**src/rtl/isp_pkg.sv**
```systemverilog
// Register map, field layouts and state encoding of the I2C slave port
package isp_pkg;
    localparam logic [7:0] OFS_CTRL = 8'h00;
    localparam logic [7:0] OFS_STAT = 8'h04;
    localparam logic [7:0] OFS_DATA = 8'h08;
    localparam logic [7:0] OFS_ADDR = 8'h0C;
    localparam logic [7:0] OFS_TOUT = 8'h10;

    localparam logic [7:0] CTRL_RST = 8'hE0;
    localparam logic [7:0] STAT_RST = 8'h81;
    localparam logic [7:0] DATA_RST = 8'h00;
    localparam logic [7:0] ADDR_RST = 8'h00;
    localparam logic [7:0] TOUT_RST = 8'h00;

    localparam logic [2:0] MODE_I2C = 3'b110;
    localparam int ADDR_LSB = 1;
    localparam int TOUT_FLAG_BIT = 6;
    localparam logic [3:0] BITS_PER_BYTE = 4'h8;
    localparam logic [2:0] HSIZE_WORD = 3'b010;

    localparam logic [1:0] DEB_NONE = 2'b00;
    localparam logic [1:0] DEB_SHORT = 2'b01;
    localparam logic [2:0] DEB_SHORT_CLKS = 3'h2;
    localparam logic [2:0] DEB_LONG_CLKS = 3'h4;

    typedef struct packed {
        logic [2:0] interface_mode_sel;
        logic uart_select;
        logic [1:0] glitch_filter_sel;
        logic port_enable;
        logic spi_incomplete_flag;
    } isp_ctrl_t;

    typedef struct packed {
        logic byte_done_flag;
        logic addr_match_flag;
        logic bus_busy_flag;
        logic tx_select;
        logic ack_to_send;
        logic master_read_flag;
        logic match_wake_enable;
        logic ack_received_flag;
    } isp_status_t;

    typedef struct packed {
        logic tout_enable;
        logic timeout_flag;
        logic [5:0] tout_period;
    } isp_tout_t;

    typedef enum logic [2:0] {
        ST_IDLE = 3'b000,
        ST_SHIFT = 3'b001,
        ST_ACK = 3'b011,
        ST_HOLD = 3'b010,
        ST_WAIT = 3'b110
    } isp_state_t;
endpackage

```
**src/rtl/isp_line_filter.sv**
```systemverilog
// Three-stage synchroniser with optional debounce for one bus line
`timescale 1ns/1ps
module isp_line_filter import isp_pkg::*; #(
    parameter int CNT_W = 3
) (
    input wire logic clk,
    input wire logic rst,
    input wire logic pin,
    input wire logic [1:0] sel,
    output logic level
);
    logic [2:0] sync_q, sync_d;
    logic [CNT_W-1:0] cnt_q, cnt_d;
    logic [CNT_W-1:0] need;
    logic level_d;

    if (CNT_W < 3) begin : g_chk
        $error("isp_line_filter: CNT_W too small for debounce");
    end

    always_comb begin
        sync_d = {sync_q[1:0], pin};
        if (sel == DEB_NONE) begin
            need = '0;
        end else if (sel == DEB_SHORT) begin
            need = CNT_W'(DEB_SHORT_CLKS);
        end else begin
            need = CNT_W'(DEB_LONG_CLKS);
        end
        level_d = level;
        cnt_d = '0;
        // Second and third stages must agree before a change counts
        if ((sync_q[1] == sync_q[2]) && (sync_q[2] != level)) begin
            if (cnt_q >= need) begin
                level_d = sync_q[2];
            end else begin
                cnt_d = cnt_q + 1'b1;
            end
        end
    end

    always_ff @(posedge clk) begin
        if (rst) begin
            sync_q <= 3'b111;
            cnt_q <= '0;
            level <= 1'b1;
        end else begin
            sync_q <= sync_d;
            cnt_q <= cnt_d;
            level <= level_d;
        end
    end
endmodule

```
**src/rtl/isp_slave_port.sv**
```systemverilog
// I2C slave port with AHB-Lite register access
//
// The implementer's own choices: the address map and the AHB-Lite interface to the registers.
`timescale 1ns/1ps
// How it works
// - Port runs only when enabled in I2C mode; otherwise pins released.
// - Enable rising restores status flags, keeps tx select and ack bit.
// - Byte-done low while shifting, set with interrupt after each data byte.
// - Address-match flag set on equal address, stays low otherwise.
// - Bus-busy set on START, cleared on STOP, regardless of address.
// - Transmit-select one makes the slave transmit, zero receive.
// - After eight received bits the ack bit is driven on clock nine.
// - Eighth bit after START is captured as master-read flag.
// - Address match raises a wake request when wake enable is set.
// - While transmitting, SDA on clock nine lands in ack-received flag.
// - Transmitter stops and releases SDA once master does not ack.
// - First seven bits after START are the address, MSB first.
// - On address match SDA is pulled low as ninth bit.
// - One interrupt; address-match and byte-done flags tell the cause.
// - SCL held low until data write or dummy read by software.
// - START is SDA falling with SCL high, only detected here.
// - Own address lives in bits 7 to 1 of the address register.
// - Data bytes are eight bits, MSB first.
// - SCL is debounced by none, two or four system clocks.
module isp_slave_port import isp_pkg::*; (
    input wire logic SYS_CLK,
    input wire logic RST,
    input wire logic HSEL,
    input wire logic [7:0] HADDR,
    input wire logic [1:0] HTRANS,
    input wire logic HWRITE,
    input wire logic [2:0] HSIZE,
    input wire logic [31:0] HWDATA,
    input wire logic HREADY,
    output logic [31:0] HRDATA,
    output logic HREADYOUT,
    output logic HRESP,
    input wire logic SCL_I,
    input wire logic SDA_I,
    output logic SCL_O,
    output logic SCL_OE,
    output logic SDA_O,
    output logic SDA_OE,
    output logic PORT_ACTIVE,
    output logic SERIAL_IRQ,
    output logic WAKE_REQ
);
    isp_ctrl_t ctrl_q, ctrl_d;
    isp_status_t stat_q, stat_d;
    isp_tout_t tout_q, tout_d;
    logic [7:0] data_q, data_d, own_q, own_d, shreg_q, shreg_d;
    isp_state_t st_q, st_d;
    logic [3:0] bit_q, bit_d;
    logic is_addr_q, is_addr_d, act_d, irq_d, wake_d;
    logic sda_oe_d, scl_oe_d, wr_q, wr_d;
    logic [7:0] wa_q;
    logic [31:0] hrdata_d;
    logic scl_lvl, sda_lvl, scl_prev_q, sda_prev_q;
    logic acc, rd_svc, wr_svc;
    logic start_evt, stop_evt, scl_rise, scl_fall;

    isp_line_filter #(.CNT_W(3)) u_scl (
        .clk(SYS_CLK),
        .rst(RST),
        .pin(SCL_I),
        .sel(ctrl_q.glitch_filter_sel),
        .level(scl_lvl)
    );

    isp_line_filter #(.CNT_W(3)) u_sda (
        .clk(SYS_CLK),
        .rst(RST),
        .pin(SDA_I),
        .sel(DEB_NONE),
        .level(sda_lvl)
    );

    assign acc = HSEL & HTRANS[1] & HREADY & (HSIZE == HSIZE_WORD);
    assign rd_svc = acc & ~HWRITE & (HADDR == OFS_DATA);
    assign wr_svc = wr_q & (wa_q == OFS_DATA);
    assign start_evt = scl_lvl & sda_prev_q & ~sda_lvl;
    assign stop_evt = scl_lvl & ~sda_prev_q & sda_lvl;
    assign scl_rise = scl_lvl & ~scl_prev_q;
    assign scl_fall = ~scl_lvl & scl_prev_q;

    always_comb begin
        ctrl_d = ctrl_q;
        stat_d = stat_q;
        tout_d = tout_q;
        data_d = data_q;
        own_d = own_q;
        st_d = st_q;
        bit_d = bit_q;
        shreg_d = shreg_q;
        is_addr_d = is_addr_q;
        sda_oe_d = SDA_OE;
        scl_oe_d = SCL_OE;
        irq_d = 1'b0;
        wake_d = 1'b0;
        wr_d = acc & HWRITE;
        hrdata_d = 32'h0000_0000;
        // Register writes land in the data phase
        if (wr_q) begin
            case (wa_q)
                OFS_CTRL: ctrl_d = isp_ctrl_t'(HWDATA[7:0]);
                OFS_STAT: begin
                    stat_d.tx_select = HWDATA[4];
                    stat_d.ack_to_send = HWDATA[3];
                    stat_d.match_wake_enable = HWDATA[1];
                end
                OFS_DATA: data_d = HWDATA[7:0];
                OFS_ADDR: own_d = HWDATA[7:0];
                OFS_TOUT: begin
                    tout_d.tout_enable = HWDATA[7];
                    tout_d.tout_period = HWDATA[5:0];
                    if (!HWDATA[TOUT_FLAG_BIT]) begin
                        tout_d.timeout_flag = 1'b0;
                    end
                end
                default: ;
            endcase
        end
        act_d = ctrl_d.port_enable & ~ctrl_d.uart_select &
            (ctrl_d.interface_mode_sel == MODE_I2C);
        if (!PORT_ACTIVE) begin
            st_d = ST_IDLE;
            sda_oe_d = 1'b0;
            scl_oe_d = 1'b0;
        end else if (start_evt) begin
            stat_d.bus_busy_flag = 1'b1;
            stat_d.addr_match_flag = 1'b0;
            stat_d.byte_done_flag = 1'b0;
            st_d = ST_SHIFT;
            bit_d = 4'h0;
            is_addr_d = 1'b1;
            sda_oe_d = 1'b0;
            scl_oe_d = 1'b0;
        end else if (stop_evt) begin
            stat_d.bus_busy_flag = 1'b0;
            st_d = ST_IDLE;
            sda_oe_d = 1'b0;
            scl_oe_d = 1'b0;
        end else begin
            case (st_q)
                ST_SHIFT: begin
                    if (scl_rise) begin
                        shreg_d = {shreg_q[6:0], sda_lvl};
                        bit_d = bit_q + 4'h1;
                    end
                    if (scl_fall && bit_q == BITS_PER_BYTE) begin
                        st_d = ST_ACK;
                        if (is_addr_q) begin
                            if (shreg_q[7:1] == own_q[7:ADDR_LSB]) begin
                                stat_d.addr_match_flag = 1'b1;
                                stat_d.master_read_flag = shreg_q[0];
                                sda_oe_d = 1'b1;
                                irq_d = 1'b1;
                                wake_d = stat_q.match_wake_enable;
                            end else begin
                                st_d = ST_WAIT;
                                sda_oe_d = 1'b0;
                            end
                        end else if (stat_q.tx_select) begin
                            sda_oe_d = 1'b0;
                        end else begin
                            data_d = shreg_q;
                            sda_oe_d = ~stat_q.ack_to_send;
                        end
                    end else if (scl_fall && stat_q.tx_select &&
                                 !is_addr_q) begin
                        sda_oe_d = ~data_q[~bit_q[2:0]];
                    end
                end
                ST_ACK: begin
                    if (scl_rise && !is_addr_q && stat_q.tx_select) begin
                        stat_d.ack_received_flag = sda_lvl;
                    end
                    if (scl_fall) begin
                        sda_oe_d = 1'b0;
                        if (!is_addr_q) begin
                            stat_d.byte_done_flag = 1'b1;
                            irq_d = 1'b1;
                        end
                        if (!is_addr_q && stat_q.tx_select &&
                            stat_q.ack_received_flag) begin
                            st_d = ST_WAIT;
                        end else begin
                            st_d = ST_HOLD;
                            scl_oe_d = 1'b1;
                        end
                    end
                end
                ST_HOLD: begin
                    if (wr_svc || rd_svc) begin
                        scl_oe_d = 1'b0;
                        st_d = ST_SHIFT;
                        bit_d = 4'h0;
                        is_addr_d = 1'b0;
                        stat_d.byte_done_flag = 1'b0;
                        sda_oe_d = stat_d.tx_select & ~data_d[7];
                    end
                end
                ST_WAIT: begin
                    sda_oe_d = 1'b0;
                    scl_oe_d = 1'b0;
                end
                ST_IDLE: ;
                default: st_d = ST_IDLE;
            endcase
        end
        if (act_d && !PORT_ACTIVE) begin
            stat_d.byte_done_flag = 1'b1;
            stat_d.addr_match_flag = 1'b0;
            stat_d.bus_busy_flag = 1'b0;
            stat_d.master_read_flag = 1'b0;
            stat_d.ack_received_flag = 1'b1;
        end
        // Read data taken from next values so a preceding write is seen
        if (acc && !HWRITE) begin
            case (HADDR)
                OFS_CTRL: hrdata_d = {24'h000000, ctrl_d};
                OFS_STAT: hrdata_d = {24'h000000, stat_d};
                OFS_DATA: hrdata_d = {24'h000000, data_d};
                OFS_ADDR: hrdata_d = {24'h000000, own_d};
                OFS_TOUT: hrdata_d = {24'h000000, tout_d};
                default: hrdata_d = 32'h0000_0000;
            endcase
        end
    end

    always_ff @(posedge SYS_CLK) begin
        if (RST) begin
            ctrl_q <= isp_ctrl_t'(CTRL_RST);
            stat_q <= isp_status_t'(STAT_RST);
            tout_q <= isp_tout_t'(TOUT_RST);
            data_q <= DATA_RST;
            own_q <= ADDR_RST;
            shreg_q <= 8'h00;
            st_q <= ST_IDLE;
            bit_q <= 4'h0;
            is_addr_q <= 1'b0;
            wr_q <= 1'b0;
            wa_q <= 8'h00;
            scl_prev_q <= 1'b1;
            sda_prev_q <= 1'b1;
            HRDATA <= 32'h0000_0000;
            HREADYOUT <= 1'b1;
            HRESP <= 1'b0;
            SCL_O <= 1'b0;
            SDA_O <= 1'b0;
            SCL_OE <= 1'b0;
            SDA_OE <= 1'b0;
            PORT_ACTIVE <= 1'b0;
            SERIAL_IRQ <= 1'b0;
            WAKE_REQ <= 1'b0;
        end else begin
            ctrl_q <= ctrl_d;
            stat_q <= stat_d;
            tout_q <= tout_d;
            data_q <= data_d;
            own_q <= own_d;
            shreg_q <= shreg_d;
            st_q <= st_d;
            bit_q <= bit_d;
            is_addr_q <= is_addr_d;
            wr_q <= wr_d;
            wa_q <= HADDR;
            scl_prev_q <= scl_lvl;
            sda_prev_q <= sda_lvl;
            HRDATA <= hrdata_d;
            HREADYOUT <= 1'b1;
            HRESP <= 1'b0;
            SCL_O <= 1'b0;
            SDA_O <= 1'b0;
            SCL_OE <= scl_oe_d;
            SDA_OE <= sda_oe_d;
            PORT_ACTIVE <= act_d;
            SERIAL_IRQ <= irq_d;
            WAKE_REQ <= wake_d;
        end
    end
endmodule

```
**config.mk**
```make
export PLATFORM = sky130hd
export DESIGN_NAME = isp_slave_port
export DESIGN_NICKNAME = d
export VERILOG_FILES = /design/src/rtl/isp_pkg.sv /design/src/rtl/isp_line_filter.sv /design/src/rtl/isp_slave_port.sv
export SDC_FILE = /design/constraint.sdc
export NUM_CORES = 1
export LEC_CHECK = 0
export BUFFER_PORTS_ARGS = -buffer_cell sky130_fd_sc_hd__buf_2
export CAP_MARGIN = 20
export CORE_MARGIN = 3
export CORE_UTILIZATION = 48
export CTS_CLUSTER_SIZE = 8
export DETAILED_ROUTE_END_ITERATION = 7
export PLACE_DENSITY_LB_ADDON = 0.3
export SETUP_SLACK_MARGIN = 0.2
export SYNTH_ARGS = -nofsm -noshare
export SYNTH_HDL_FRONTEND = slang
export SYNTH_SLANG_ARGS = --single-unit
export TNS_END_PERCENT = 100
```
**constraint.sdc**
```tcl
create_clock -name SYS_CLK -period 1.7 [get_ports SYS_CLK]
set_input_delay 0.17 -clock SYS_CLK [delete_from_list [all_inputs] [get_ports SYS_CLK]]
set_output_delay 0.17 -clock SYS_CLK [all_outputs]
set_load 0.01 [all_outputs]
```
==> metrics.md <==
| Metric | Value |
|---|---|
| Status | finished, violations left |
| Failing checks | negative setup slack |
| CP Launch Type | flop |
| Vias in the first global route | around 4200 |
| Pin count of the biggest net entering global routing | 74 |
| Core Util, Final | 0.766 |
| # diodes | 0 |
| Required @ worst endpoint | 1.97 ns |
| Num rows | 34 |
| Share of flip-flops with an asynchronous set or reset | 0 |
| Routed WL per cell | just under 20 um |
| First drt pass iteration count | 5 |
| CORE AREA | 8930 um2 |
| Final setup viols | between 50 and 60 |
| WL final | 15300 um |
| Die area | between 10000 and 15000 um2 |
| Crit path DAT | ~2.3 ns |
| # port buffers | 39 |
| Synth cell types | 70 |
| Grt ovf | 0 |
| Gr usage total | 0.270 |
| GPL Wtd Cong | roughly 0.94 |
| Mean Syn Cell Area | a little over 9 um2 |
| CTS tree | done |
| DPL Wire Length | 9730 um |
| Yosys warning count | 0 |
| Power, Total | 3.92 mW |
| Max Clock Freq | ~490 MHz |
| Least-Margin Pin Slew | slightly below 0.9 ns |
| Most common cell after layout, fill and taps aside | buf_4 |
| Fin. Hold Viols | 0 |
| Layout Skew | 0.0136 ns |
| Number of enable flip-flop cells after synthesis | 0 |
| Pleak | ~2.8 nW |
| Dpl cell area | around 5600 um2 |
| Worst vdd rail ir drop | ~0.46 mV |
| Fraction of layout cells with a size suffix above 1 | 0.488 |
| Seq/Total Area, Yosys | 0.404 |
| Initial antenna violation count | 0 |
| Starting Density | 0.504 |
| Crit path time final | a little over 2 ns |
| Clk root buf | clkbuf_8 |
| Top FF cell, synth | dfxtp_1 |
| Via density | about 5.7 |
| Initial DRC Count | roughly 300 |
| Top Ports | just over 90 |
| H-tree depth | 3 |
| CP Class | flop to flop |
| Placement Setup Slack | -0.441 ns |
| Crit end category | flop |
| Sink Count | 91 |
| RSZ-0062 raised after global routing | yes |
| First-pass GRT wire length | 21500 um |
| Power Density | between 500 and 600 nW/um2 |
| CTS Buffer Depth | 2 |
| DRC | 0 |
| Die H | between 100 and 150 um |
| Mapped Cells | around 490 |
| Via count | between 4000 and 5000 |
| Max cap viols | 0 |
| Flop and latch count out of synthesis | 91 |
| Net total in the final layout | 730 |
| Worst-path clk slew | ~0.10 ns |
| Die width | 103 um |
| Slew margin rel. | 0.416 |
| CP max FO | 5 |
| Worst skew pair latency | 0.38 ns |
| Synth-to-Final Area Change | 51.7% |
| Fin area | between 6000 and 7000 um2 |
| Cts bufs inserted | 9 |
| Final worst slack | -0.361 ns |
| Cell Area, Synth | ~4500 um2 |
| Commonest non-fill, non-tap cells in the layout | buf_4, dfxtp_1, nor2_1 |
| Max-slew violation count | 0 |
| Post-route ant nets | 0 |
| Final period util | 1.21 |
| HP Class | primary input to flop |
==> cells in the mapped netlist (all sizes together) (2+ instances only) <==
library cell,instances,area (um2)
mux4,2,45.0
nand2,18,67.6
o22ai,8,50.1
ha,5,62.6
mux2,4,48.8
nor3b,7,62.6
nand4b,3,26.3
and4b,2,20.0
nor3,6,45.0
inv,12,45.0
o21a,2,15.0
nor4b,2,32.5
dfxtp,91,1820
a21o,2,15.0
xnor2,8,70.1
a31oi,2,12.5
clkbuf,15,56.3
buf,33,248
a211oi,14,110
nor2,70,263
o211ai,3,22.5
o31a,3,26.3
nand3b,4,33.8
or2,12,75.1
nand4,11,81.3
nand2b,7,43.8
conb,2,7.51
a21oi,23,115
o22a,2,17.5
o21ai,14,70.1
nand3,16,90.1
and3,4,30.0
nor4,3,40.0
nor2b,17,106
mux2i,44,440
and2,3,18.8
a211o,2,17.5
==> timing repair <==
action,4_1_cts,5_1_grt
pin swaps,21,21
gates resized for setup,76,100
hold endpoints to repair,2,0
setup buffers,21,9
cloned,2,0
hold buffers,2,0
endpoints found under the setup margin,70,73
==> cells by family after synthesis <==
logic type / Yosys count / share of synthesized area
adders and majority gates: 5 / 0.0139
DFF: 91 / 0.404
xor gates and xnor gates: 9 / 0.0175
and+or+nand+nor: 189 / 0.238
AOI/OAI and AO/OA: 87 / 0.129
other: 2 / 0.00167
muxes: 50 / 0.119
buffers and inverters: 60 / 0.0775
==> layout make-up <==
type / instances / area [um2]
timing repair buffer: 191 / 1560
clock inverter: 6 / 72.6
inverter: 12 / 45.0
sequential: 91 / 1840
multi-input combinational: 368 / 3060
tap: 108 / 135
clock buffer: 10 / 128
fill: 559 / 2090
==> final timing paths <==
kind	startpoint	endpoint	slack [ns]	cells past startpoint
worst max-delay path	wa_q[5]$_SDFF_PP0_	HRDATA[7]$_SDFF_PP0_	-0.36	8
worst min-delay path	HWRITE	wr_q$_SDFF_PP0_	0.02	3
worst max register to register	wa_q[5]$_SDFF_PP0_	HRDATA[7]$_SDFF_PP0_	-0.36	8
worst min register to register	u_sda.sync_q[0]$_SDFF_PP1_	u_sda.sync_q[1]$_SDFF_PP1_	0.42	1
==> worst max-delay path: stages, from the launching register on <==
cell and delay [ns]:
dfxtp_2 0.34, nor4b_4 0.39, nand4b_1 0.18, buf_6 0.17, buf_8 0.13, a211o_1 0.28, o211ai_1 0.14, o221a_1 0.24
o32ai_1 0.08
==> routing by layer <==
metal,global-route usage,vias up,wire [um]
met5,0,-,0
met4,0.116,0,585
met3,0.0467,49,1040
met2,0.449,224,7500
met1,0.346,2108,6190
li1,-,2067,-
==> through the flow <==
step / hold slack, ns / setup TNS (ns) / std cells
2_1_floorplan: 0.274 / -0.512 / 519
3_3_place_gp: 0.358 / -3.50 / 736
3_5_place_dp: 0.361 / -6.71 / 736
4_1_cts: 0.0104 / -4.31 / 777
5_1_grt: 0.0339 / -11.13 / 786
6_report: 0.0176 / -7.17 / 786
==> flip-flops by register name (all words and copies together) (netlist names), 3 cells and up <==
| register | count |
|---|---|
| HRDATA | 8 |
| ctrl_q | 8 |
| data_q | 8 |
| own_q | 8 |
| shreg_q | 8 |
| stat_q | 8 |
| tout_q | 8 |
| wa_q | 8 |
| bit_q | 4 |
| st_q | 3 |
| u_scl.cnt_q | 3 |
| u_scl.sync_q | 3 |
| u_sda.sync_q | 3 |
==> where the power goes <==
group / internal (mW) / switching [mW]
logic: 0.0789 / 0.146
registers: 2.14 / 0.0115
clock network: 0.702 / 0.845
total: 2.92 / 1.00
(Power assumes the default switching activity.)
